<file path="config.mk">
export PLATFORM = sky130hd
export DESIGN_NAME = pcpio_crossbar
export DESIGN_NICKNAME = d
export VERILOG_FILES = /design/src/hdl/pcpio_pkg.sv /design/src/hdl/pcpio_crossbar.sv
export SDC_FILE = /design/constraint.sdc
export NUM_CORES = 1
export LEC_CHECK = 0
export BUFFER_PORTS_ARGS = -buffer_cell sky130_fd_sc_hd__buf_2
export CAP_MARGIN = 5
export CORE_MARGIN = 1.5
export CORE_UTILIZATION = 50
export CTS_CLUSTER_SIZE = 8
export DETAILED_ROUTE_END_ITERATION = 16
export PLACE_DENSITY_LB_ADDON = 0.05
export RECOVER_POWER = 25
export SYNTH_ARGS = -nofsm -noshare
export SYNTH_HDL_FRONTEND = slang
export SYNTH_SLANG_ARGS = --single-unit
</file>
<file path="constraint.sdc">
create_clock -name clk -period 26.2 [get_ports clk]
set_clock_uncertainty 0.05 [all_clocks]
set_input_delay 0 -clock clk [delete_from_list [all_inputs] [get_ports clk]]
set_output_delay 0 -clock clk [all_outputs]
set_load 0.05 [all_outputs]
</file>
<file path="src/hdl/pcpio_pkg.sv">
// constants for the priority crossbar port block
// Overview of operation
// enabled functions get lowest free non-skipped pin, in priority order from uart
// skip-marked pins are passed over exactly like assigned pins
// uart transmit fixed on P0.4, receive fixed on P0.5
// async comparator output only P1.4, sync comparator output only P1.5
// management bus takes data and clock pins; uart takes both its pins
// pins left after allocation stay general-purpose port pins
// spi takes three pins, four when slave select mode is four-wire
// analog pin: pull-up, output driver and digital receiver all off
// input mode bit 1 digital, 0 analog; reset value digital
// open-drain or push-pull from output mode bit, never changed automatically; management bus pins are forced open-drain
// management bus pins always drive open-drain
// pull-up on open-drain pins while pullup_disable is 0; none on push-pull
// pull-up off on any pin driving low
// router disabled: all pins inputs, every driver off
// port read returns pin levels, even for peripheral pins
// software skips pins claimed outside the crossbar
// software skips analog input pins
// software sets modes, skips, assignments, then router enable
// router_enable bit 6, pullup_disable bit 7 of control 1, reset zero
// read-modify-write of a port reads the latch, not the pins
package pcpio_pkg;
	localparam int NPINS = 16;
	localparam logic [7:0] ADDR_XBR_EN0 = 8'he1;
	localparam logic [7:0] ADDR_XBR_CTL1 = 8'he2;
	localparam logic [7:0] ADDR_PORT0 = 8'h80;
	localparam logic [7:0] ADDR_PORT1 = 8'h90;
	localparam logic [7:0] ADDR_MDIN0 = 8'hf1;
	localparam logic [7:0] ADDR_MDIN1 = 8'hf2;
	localparam logic [7:0] ADDR_MDOUT0 = 8'ha4;
	localparam logic [7:0] ADDR_MDOUT1 = 8'ha5;
	localparam logic [7:0] ADDR_SKIP0 = 8'hd4;
	localparam logic [7:0] ADDR_SKIP1 = 8'hd5;
	localparam logic [7:0] EN0_RST = 8'h00;
	localparam logic [7:0] EN0_MASK = 8'h3f;
	localparam logic [7:0] CTL1_RST = 8'h00;
	localparam logic [7:0] MDIN_RST = 8'hff;
	localparam logic [7:0] MDOUT_RST = 8'h00;
	localparam logic [7:0] SKIP_RST = 8'h00;
	localparam logic [7:0] PORT_RST = 8'hff;
	localparam int BIT_UART = 0;
	localparam int BIT_SPI = 1;
	localparam int BIT_MGMT = 2;
	localparam int BIT_SYSCK = 3;
	localparam int BIT_CMPS = 4;
	localparam int BIT_CMPA = 5;
	localparam int BIT_ROUTER = 6;
	localparam int BIT_PUDIS = 7;
	localparam int PIN_UTX = 4;
	localparam int PIN_URX = 5;
	localparam int PIN_CMPA = 12;
	localparam int PIN_CMPS = 13;
	localparam logic [1:0] SS_FOUR_WIRE = 2'h1;
	localparam int NFUNC = 6;
	// routed function order after fixed uart
	localparam int F_SCK = 0;
	localparam int F_MISO = 1;
	localparam int F_MOSI = 2;
	localparam int F_NSS = 3;
	localparam int F_SDA = 4;
	localparam int F_SCL = 5;
	localparam int F_SYSCK = 6;
	localparam int F_NONE = 7;
endpackage

</file>
<file path="src/hdl/pcpio_crossbar.sv">
// priority crossbar, pin configuration and port registers
`timescale 1ns/10ps
module pcpio_crossbar (
	// clock and reset
	input wire logic clk,
	input wire logic rst,
	// special function register port
	input wire logic [7:0] regAddr,
	input wire logic regWr,
	input wire logic regRd,
	input wire logic regRmw,
	input wire logic [7:0] regWdata,
	output logic [7:0] regRdata,
	// peripheral side
	input wire logic uartTx,
	output logic uartRx,
	input wire logic spiSck,
	output logic spiMisoIn,
	input wire logic spiMosi,
	input wire logic spiSlaveSel,
	input wire logic [1:0] slaveSelectMode,
	input wire logic mgmtSdaOut,
	output logic mgmtSdaIn,
	input wire logic mgmtSclOut,
	output logic mgmtSclIn,
	input wire logic sysClockOut,
	input wire logic cmpAsyncOut,
	input wire logic cmpSyncOut,
	// pins
	input wire logic [15:0] pinIn,
	output logic [15:0] pinOut,
	output logic [15:0] pinOe,
	output logic [15:0] pinPullup,
	output logic [15:0] pinDigIn
);
	logic [7:0] en0_r, en0_nxt, ctl1_r, ctl1_nxt;
	logic [15:0] mdin_r, mdin_nxt, mdout_r, mdout_nxt, skip_r, skip_nxt, latch_r, latch_nxt;
	logic [7:0] rdata_nxt;
	logic [15:0] out_nxt, oe_nxt, pu_nxt, din_nxt, drvOut, isOd, usedMask;
	logic [2:0] pinFunc [16];
	logic [15:0] pinIsMgmt;
	// peripheral input pins must never be driven, whatever their output mode
	logic [15:0] pinIsIn;
	logic [15:0] pinInQ;

	// register writes
	always_comb begin
		en0_nxt = en0_r;
		ctl1_nxt = ctl1_r;
		mdin_nxt = mdin_r;
		mdout_nxt = mdout_r;
		skip_nxt = skip_r;
		latch_nxt = latch_r;
		if (regWr) begin
			case (regAddr)
				pcpio_pkg::ADDR_XBR_EN0: en0_nxt = regWdata & pcpio_pkg::EN0_MASK;
				pcpio_pkg::ADDR_XBR_CTL1: ctl1_nxt = regWdata;
				pcpio_pkg::ADDR_MDIN0: mdin_nxt[7:0] = regWdata;
				pcpio_pkg::ADDR_MDIN1: mdin_nxt[15:8] = regWdata;
				pcpio_pkg::ADDR_MDOUT0: mdout_nxt[7:0] = regWdata;
				pcpio_pkg::ADDR_MDOUT1: mdout_nxt[15:8] = regWdata;
				pcpio_pkg::ADDR_SKIP0: skip_nxt[7:0] = regWdata;
				pcpio_pkg::ADDR_SKIP1: skip_nxt[15:8] = regWdata;
				pcpio_pkg::ADDR_PORT0: latch_nxt[7:0] = regWdata;
				pcpio_pkg::ADDR_PORT1: latch_nxt[15:8] = regWdata;
				default: ;
			endcase
		end
	end

	// reads: ports show pins, except read-modify-write sees the latch
	always_comb begin
		rdata_nxt = 8'h00;
		if (regRd) begin
			case (regAddr)
				pcpio_pkg::ADDR_XBR_EN0: rdata_nxt = en0_r;
				pcpio_pkg::ADDR_XBR_CTL1: rdata_nxt = ctl1_r;
				pcpio_pkg::ADDR_MDIN0: rdata_nxt = mdin_r[7:0];
				pcpio_pkg::ADDR_MDIN1: rdata_nxt = mdin_r[15:8];
				pcpio_pkg::ADDR_MDOUT0: rdata_nxt = mdout_r[7:0];
				pcpio_pkg::ADDR_MDOUT1: rdata_nxt = mdout_r[15:8];
				pcpio_pkg::ADDR_SKIP0: rdata_nxt = skip_r[7:0];
				pcpio_pkg::ADDR_SKIP1: rdata_nxt = skip_r[15:8];
				pcpio_pkg::ADDR_PORT0: rdata_nxt = regRmw ? latch_r[7:0] : pinInQ[7:0];
				pcpio_pkg::ADDR_PORT1: rdata_nxt = regRmw ? latch_r[15:8] : pinInQ[15:8];
				default: rdata_nxt = 8'h00;
			endcase
		end
	end

	// analog pins read as zero since their receiver is off
	always_comb pinInQ = pinIn & mdin_r;

	// priority allocation; uart and comparators sit on fixed pins
	always_comb begin
		logic [2:0] want [8];
		int nw, k;
		logic en;
		nw = 0;
		k = 0;
		en = ctl1_r[pcpio_pkg::BIT_ROUTER];
		for (int i = 0; i < 8; i++) want[i] = 3'(pcpio_pkg::F_NONE);
		for (int p = 0; p < pcpio_pkg::NPINS; p++) pinFunc[p] = 3'(pcpio_pkg::F_NONE);
		usedMask = skip_r;
		if (en && en0_r[pcpio_pkg::BIT_UART]) begin
			usedMask[pcpio_pkg::PIN_UTX] = 1'b1;
			usedMask[pcpio_pkg::PIN_URX] = 1'b1;
		end
		if (en && en0_r[pcpio_pkg::BIT_SPI]) begin
			want[0] = 3'(pcpio_pkg::F_SCK);
			want[1] = 3'(pcpio_pkg::F_MISO);
			want[2] = 3'(pcpio_pkg::F_MOSI);
			nw = 3;
			if (slaveSelectMode == pcpio_pkg::SS_FOUR_WIRE) begin
				want[3] = 3'(pcpio_pkg::F_NSS);
				nw = 4;
			end
		end
		if (en && en0_r[pcpio_pkg::BIT_MGMT]) begin
			want[nw] = 3'(pcpio_pkg::F_SDA);
			want[nw+1] = 3'(pcpio_pkg::F_SCL);
			nw = nw + 2;
		end
		if (en && en0_r[pcpio_pkg::BIT_SYSCK]) begin
			want[nw] = 3'(pcpio_pkg::F_SYSCK);
			nw = nw + 1;
		end
		// lowest free pin to each wanted function in turn
		for (int p = 0; p < pcpio_pkg::NPINS; p++) begin
			if (!usedMask[p] && k < nw) begin
				pinFunc[p] = want[k];
				usedMask[p] = 1'b1;
				k = k + 1;
			end
		end
	end

	// drive, mode and pull-up per pin
	always_comb begin
		logic en;
		en = ctl1_r[pcpio_pkg::BIT_ROUTER];
		for (int p = 0; p < pcpio_pkg::NPINS; p++) begin
			pinIsMgmt[p] = pinFunc[p] == 3'(pcpio_pkg::F_SDA) || pinFunc[p] == 3'(pcpio_pkg::F_SCL);
			pinIsIn[p] = pinFunc[p] == 3'(pcpio_pkg::F_MISO);
			case (pinFunc[p])
				3'(pcpio_pkg::F_SCK): drvOut[p] = spiSck;
				3'(pcpio_pkg::F_MOSI): drvOut[p] = spiMosi;
				3'(pcpio_pkg::F_NSS): drvOut[p] = spiSlaveSel;
				3'(pcpio_pkg::F_SDA): drvOut[p] = mgmtSdaOut;
				3'(pcpio_pkg::F_SCL): drvOut[p] = mgmtSclOut;
				3'(pcpio_pkg::F_SYSCK): drvOut[p] = sysClockOut;
				3'(pcpio_pkg::F_MISO): drvOut[p] = 1'b1; // input: released
				default: drvOut[p] = latch_r[p];
			endcase
		end
		if (en && en0_r[pcpio_pkg::BIT_UART]) begin
			drvOut[pcpio_pkg::PIN_UTX] = uartTx;
			drvOut[pcpio_pkg::PIN_URX] = 1'b1;
			pinIsIn[pcpio_pkg::PIN_URX] = 1'b1;
		end
		if (en && en0_r[pcpio_pkg::BIT_CMPA]) drvOut[pcpio_pkg::PIN_CMPA] = cmpAsyncOut;
		if (en && en0_r[pcpio_pkg::BIT_CMPS]) drvOut[pcpio_pkg::PIN_CMPS] = cmpSyncOut;
		isOd = ~mdout_r | pinIsMgmt;
		for (int p = 0; p < pcpio_pkg::NPINS; p++) begin
			out_nxt[p] = drvOut[p];
			// open-drain drives only its low level
			oe_nxt[p] = en && mdin_r[p] && !pinIsIn[p] && (!isOd[p] || !drvOut[p]);
			pu_nxt[p] = mdin_r[p] && isOd[p] && !ctl1_r[pcpio_pkg::BIT_PUDIS]
				&& !(oe_nxt[p] && !drvOut[p]);
			din_nxt[p] = mdin_r[p];
		end
	end

	// peripheral inputs from their pins
	always_comb begin
		spiMisoIn = 1'b1;
		mgmtSdaIn = 1'b1;
		mgmtSclIn = 1'b1;
		for (int p = 0; p < pcpio_pkg::NPINS; p++) begin
			if (pinFunc[p] == 3'(pcpio_pkg::F_MISO)) spiMisoIn = pinInQ[p];
			if (pinFunc[p] == 3'(pcpio_pkg::F_SDA)) mgmtSdaIn = pinInQ[p];
			if (pinFunc[p] == 3'(pcpio_pkg::F_SCL)) mgmtSclIn = pinInQ[p];
		end
	end

	logic uartRx_nxt;
	always_comb uartRx_nxt = (ctl1_r[pcpio_pkg::BIT_ROUTER] && en0_r[pcpio_pkg::BIT_UART])
		? pinInQ[pcpio_pkg::PIN_URX] : 1'b1;

	always_ff @(posedge clk) begin
		if (rst) begin
			en0_r <= pcpio_pkg::EN0_RST;
			ctl1_r <= pcpio_pkg::CTL1_RST;
			mdin_r <= {2{pcpio_pkg::MDIN_RST}};
			mdout_r <= {2{pcpio_pkg::MDOUT_RST}};
			skip_r <= {2{pcpio_pkg::SKIP_RST}};
			latch_r <= {2{pcpio_pkg::PORT_RST}};
			regRdata <= 8'h00;
			pinOut <= 16'h0000;
			pinOe <= 16'h0000;
			pinPullup <= 16'h0000;
			pinDigIn <= 16'hffff;
			uartRx <= 1'b1;
		end else begin
			en0_r <= en0_nxt;
			ctl1_r <= ctl1_nxt;
			mdin_r <= mdin_nxt;
			mdout_r <= mdout_nxt;
			skip_r <= skip_nxt;
			latch_r <= latch_nxt;
			regRdata <= rdata_nxt;
			pinOut <= out_nxt;
			pinOe <= oe_nxt;
			pinPullup <= pu_nxt;
			pinDigIn <= din_nxt;
			uartRx <= uartRx_nxt;
		end
	end

	a_disabled_no_drive: assert property (@(posedge clk) disable iff (rst)
		!ctl1_r[pcpio_pkg::BIT_ROUTER] |=> pinOe == 16'h0000)
		else $error("driver on while router disabled");
	a_analog_pin_quiet: assert property (@(posedge clk) disable iff (rst)
		1'b1 |=> ((pinOe | pinPullup | pinDigIn) & ~$past(mdin_r)) == 16'h0000)
		else $error("analog pin not quiet");
	a_pullup_low_off: assert property (@(posedge clk) disable iff (rst)
		(pinOe & ~pinOut & pinPullup) == 16'h0000)
		else $error("pull-up on low-driving pin");
	a_pushpull_no_pu: assert property (@(posedge clk) disable iff (rst)
		1'b1 |=> (pinPullup & $past(mdout_r & ~pinIsMgmt)) == 16'h0000)
		else $error("pull-up on push-pull pin");
	a_uart_tx_fixed: assert property (@(posedge clk) disable iff (rst)
		(ctl1_r[pcpio_pkg::BIT_ROUTER] && en0_r[pcpio_pkg::BIT_UART])
		|=> pinOut[pcpio_pkg::PIN_UTX] == $past(uartTx))
		else $error("uart transmit not on its pin");
	a_uart_rx_released: assert property (@(posedge clk) disable iff (rst)
		(ctl1_r[pcpio_pkg::BIT_ROUTER] && en0_r[pcpio_pkg::BIT_UART])
		|=> !pinOe[pcpio_pkg::PIN_URX])
		else $error("uart receive pin driven");
	a_rd_pin_level: assert property (@(posedge clk) disable iff (rst)
		(regRd && !regRmw && regAddr == pcpio_pkg::ADDR_PORT0)
		|=> regRdata == $past(pinIn[7:0] & mdin_r[7:0]))
		else $error("port read not pin level");
	a_rmw_latch: assert property (@(posedge clk) disable iff (rst)
		(regRd && regRmw && regAddr == pcpio_pkg::ADDR_PORT1)
		|=> regRdata == $past(latch_r[15:8]))
		else $error("rmw read not latch");
	a_first_pin_spi: assert property (@(posedge clk) disable iff (rst)
		(ctl1_r[pcpio_pkg::BIT_ROUTER] && en0_r[pcpio_pkg::BIT_SPI] && !skip_r[0])
		|-> pinFunc[0] == 3'(pcpio_pkg::F_SCK))
		else $error("spi clock not on lowest free pin");
endmodule // pcpio_crossbar

</file>
==> impl_metrics.toml <==
[placement]
gp_routability_congestion = 1.02
worst_setup_slack_post_dpl_ps = -1160
hpwlAfterDp_um = 43700
place.port_buffers = 123
dpl.cell_count = 2390
dpl_cell_area_um2 = 15600

[sta]
finalSetupViolations = 0
max_slew_violation_count = 0
post-route-period-util_pct = 96.1
final.min_clock_period_ps = 25180
worst_slew_pin_slew_ps = 1180
fmax_mhz = 39.7
relSlewSlack_pct = 20.8
hold_viol_final = 0
postLayoutSetupSlackWorst_ps = 1020

[layout]
register_area_um2 = 3030
syn_to_final_growth_pct = 19.9
fin_nets = 2199
layout-drive-gt1-share_pct = 20.9
finalInstanceArea_um2 = 17200
instances_no_fill = 2477
fill_cells = 2641
antennaDiodeCount = 0
multi_input_area_um2 = 11400

[logic_synthesis]
synth-simple-area-share_pct = 27.9
async_reset_ff_share_pct = 0
synthesis.area_um2 = 14400
post_synth_inst_count = 1911
synth_top_cells_by_area = "dfxtp_1 21%, mux2i_1 7.2%, nand2_1 6.2%"
largest_family_of_logic_cells_by_synthesized_area = "simple AND/OR/NAND/NOR gates"
synth_top_cell_area_share_pct = 21.1
synth_fa_ha_area_share_pct = 5.74
synthesis.yosys.warnings = 0
fraction_of_synthesized_area_in_multiplexers_pct = 10.4
synth.yosys.seq_area_share_pct = 21.1
post_synth_num_cell_types = 119
compound_cell_area_share_of_the_yosys_netlist_pct = 27.4
synth_xor_area_share_pct = 2.73
synth_enable_flop_cells = 0
synthFlopType = "dfxtp_1"
synth.avg_cell_area_um2 = 7.51
synth_top_area_cell = "dfxtp_1"
ys_ff_latch = 151

[global_route]
grt_remaining_overflow = 0
grt_max_degree = 103
via_count_of_the_first_global_routing_pass = 14700
grt_first_pass_wirelength_um = 85500
gr-usage-all-layers_pct = 38.1
grt_antenna_before_repair = 0

[drt]
avgRoutedWirePerCell_um = 23.5
detailedRoute.firstPassIterationCount = 7
vias = 16300
routed_wl_um = 58100
drc_errors = 0
detailedRoute.firstIterationViolations = 1832
viasPerCell = 6.58
antenna_left = 0

[floorplanning]
dieWidth_um = 172
initial_core_util_pct = 51.2
placeableCoreArea_um2 = 28000
rows = 61
floorplan.die_area_um2 = 29700
floorplan.io_pins = 124
die_y_um = 172

[worst_setup_path]
crit_path_frequent_cell = "ha_1"
cp_data_required_time_ps = 26150
crit_path_top_delay_cell = "a2111o_1"
critical_path.startpoint_type = "flop"
worstPathArrival_ps = 25130
cp_slowest_stage_delay_ps = 490
setup_crit_end_kind = "output pin"
cp_max_fo = 10
path_class = "flop to output pin"

[clock_tree]
clock_tree_from_tritoncts = "yes"
clock_path_buffers = 2
cts.sink_count = 151
cts_max_level = 4
clock_pin_slew_worst_setup_and_hold_paths_ps = 70
clock_buffers_created_by_tritoncts = 17
root_buffer = "clkbuf_16"
insertion_delay_ps = 430

[status]
run_status = "complete, no violations"

[job]
drv_cap = 0

[worst_hold_path]
hold_path.class = "input pin to flop"
[final cells by class]
class | instances | area share (%)
multi-input cells | 1611 | 66.2
flip-flops and latches | 151 | 17.6
repair buffers | 242 | 8.71
well taps | 378 | 2.75
clock buffers | 18 | 2.49
inverters | 63 | 1.49
clock inverters | 14 | 0.815
[critical path, delay by kind of cell, from the launching register on]
kind / cells / cell delay, ps
flip-flops: 1 / 360
AND/OR/NAND/NOR: 39 / 7090
AO/OA/AOI/OAI: 46 / 10070
adder cells (fa/ha/maj): 16 / 4520
buffers and inverters: 10 / 1210
multiplexers: 1 / 120
XOR/XNOR: 7 / 1320
[per-stage QoR]
step,hold WS [ps],setup TNS (ps),utilization (%)
after floorplan,129,0,-
after global placement,270,-1260,55.9
after detailed placement,271,-5630,55.9
after CTS,16.6,0,59.2
after global routing,63.0,-471,61.4
final,52.3,0,61.4
[per-layer routing]
metal  share of wire, %  track usage (%)
met1                 41             50.2
met2                 45             60.1
met3                9.7             7.83
met4                4.5             16.9
met5                  0                0
[layout by cell type (no fill, tap or decap), types with 13 or more instances in the layout]
cell,netlist,layout
nand3_1,98,94
dfxtp_1,151,149
clkbuf_1,78,53
mux2_2,15,14
inv_2,18,16
o21a_1,15,14
clkbuf_16,0,17
buf_4,2,105
nand2b_1,24,24
a22oi_1,15,15
a21oi_1,135,125
nand3b_1,39,39
nor2_1,197,186
a21o_1,24,23
o211ai_1,30,30
buf_2,10,68
mux2i_1,103,98
o22ai_1,22,22
conb_1,2,13
inv_1,40,40
a211oi_1,36,33
o21ai_0,80,77
or2_2,26,23
nand2_1,236,232
dlygate4sd3_1,0,14
nor2b_1,17,15
o21ai_1,14,13
a31oi_1,44,42
nor3_1,39,31
and2_1,24,22
or3_1,17,17
ha_1,65,62
[cells in the mapped netlist, types with 18 or more instances]
| cell type | count |
|---|---|
| a31oi_1 | 44 |
| ha_1 | 65 |
| nand2b_1 | 24 |
| inv_1 | 40 |
| nor2_1 | 197 |
| a21o_1 | 24 |
| nand3_1 | 98 |
| a21oi_1 | 135 |
| mux2i_1 | 103 |
| clkbuf_1 | 78 |
| o211ai_1 | 30 |
| nand3b_1 | 39 |
| o22ai_1 | 22 |
| and2_1 | 24 |
| o21ai_0 | 80 |
| nor3_1 | 39 |
| or2_2 | 26 |
| nand2_1 | 236 |
| dfxtp_1 | 151 |
| a211oi_1 | 36 |
| inv_2 | 18 |
[logic make-up after synthesis]
kind of cell / after synthesis
AND/OR/NAND/NOR: 804
adder cells (fa/ha/maj): 66
other: 2
AO/OA/AOI/OAI: 568
multiplexers: 132
buffers and inverters: 160
XOR/XNOR: 28
flip-flops: 151
[path summary, 6_finish.rpt]
| check | start | end | slack [ps] | cells after the start |
|---|---|---|---|---|
| hold / removal | regWr | ctl1_r[0]$_SDFFE_PP0P_ | 50 | 3 |
| setup reg to reg | en0_r[1]$_SDFFE_PP0P_ | pinOe[15]$_SDFF_PP0_ | 1330 | 118 |
| setup / recovery | en0_r[1]$_SDFFE_PP0P_ | spiMisoIn | 1020 | 119 |
| hold reg to reg | ctl1_r[0]$_SDFFE_PP0P_ | ctl1_r[0]$_SDFFE_PP0P_ | 410 | 2 |
[state kept, by name, summed over array words and instances, names as in the netlist]
register and cells:
pinDigIn 16, din_nxt 16, regRdata 8, uartRx 1, latch_r 16, skip_r 16
pinOe 16, en0_r 6, pinOut 16, mdout_r 16, pinPullup 16, ctl1_r 8
[what timing repair did]
item	4_1_cts	5_1_grt
gates resized for setup	27	98
endpoints found under the setup margin	6	9
hold buffers	14	0
buffers inserted	7	34
hold endpoints to repair	90	0
pin swaps	5	44
Power is left out: the tool's default activity adds up to more than one toggle a clock period on the data nets, which glitch-free logic cannot reach.
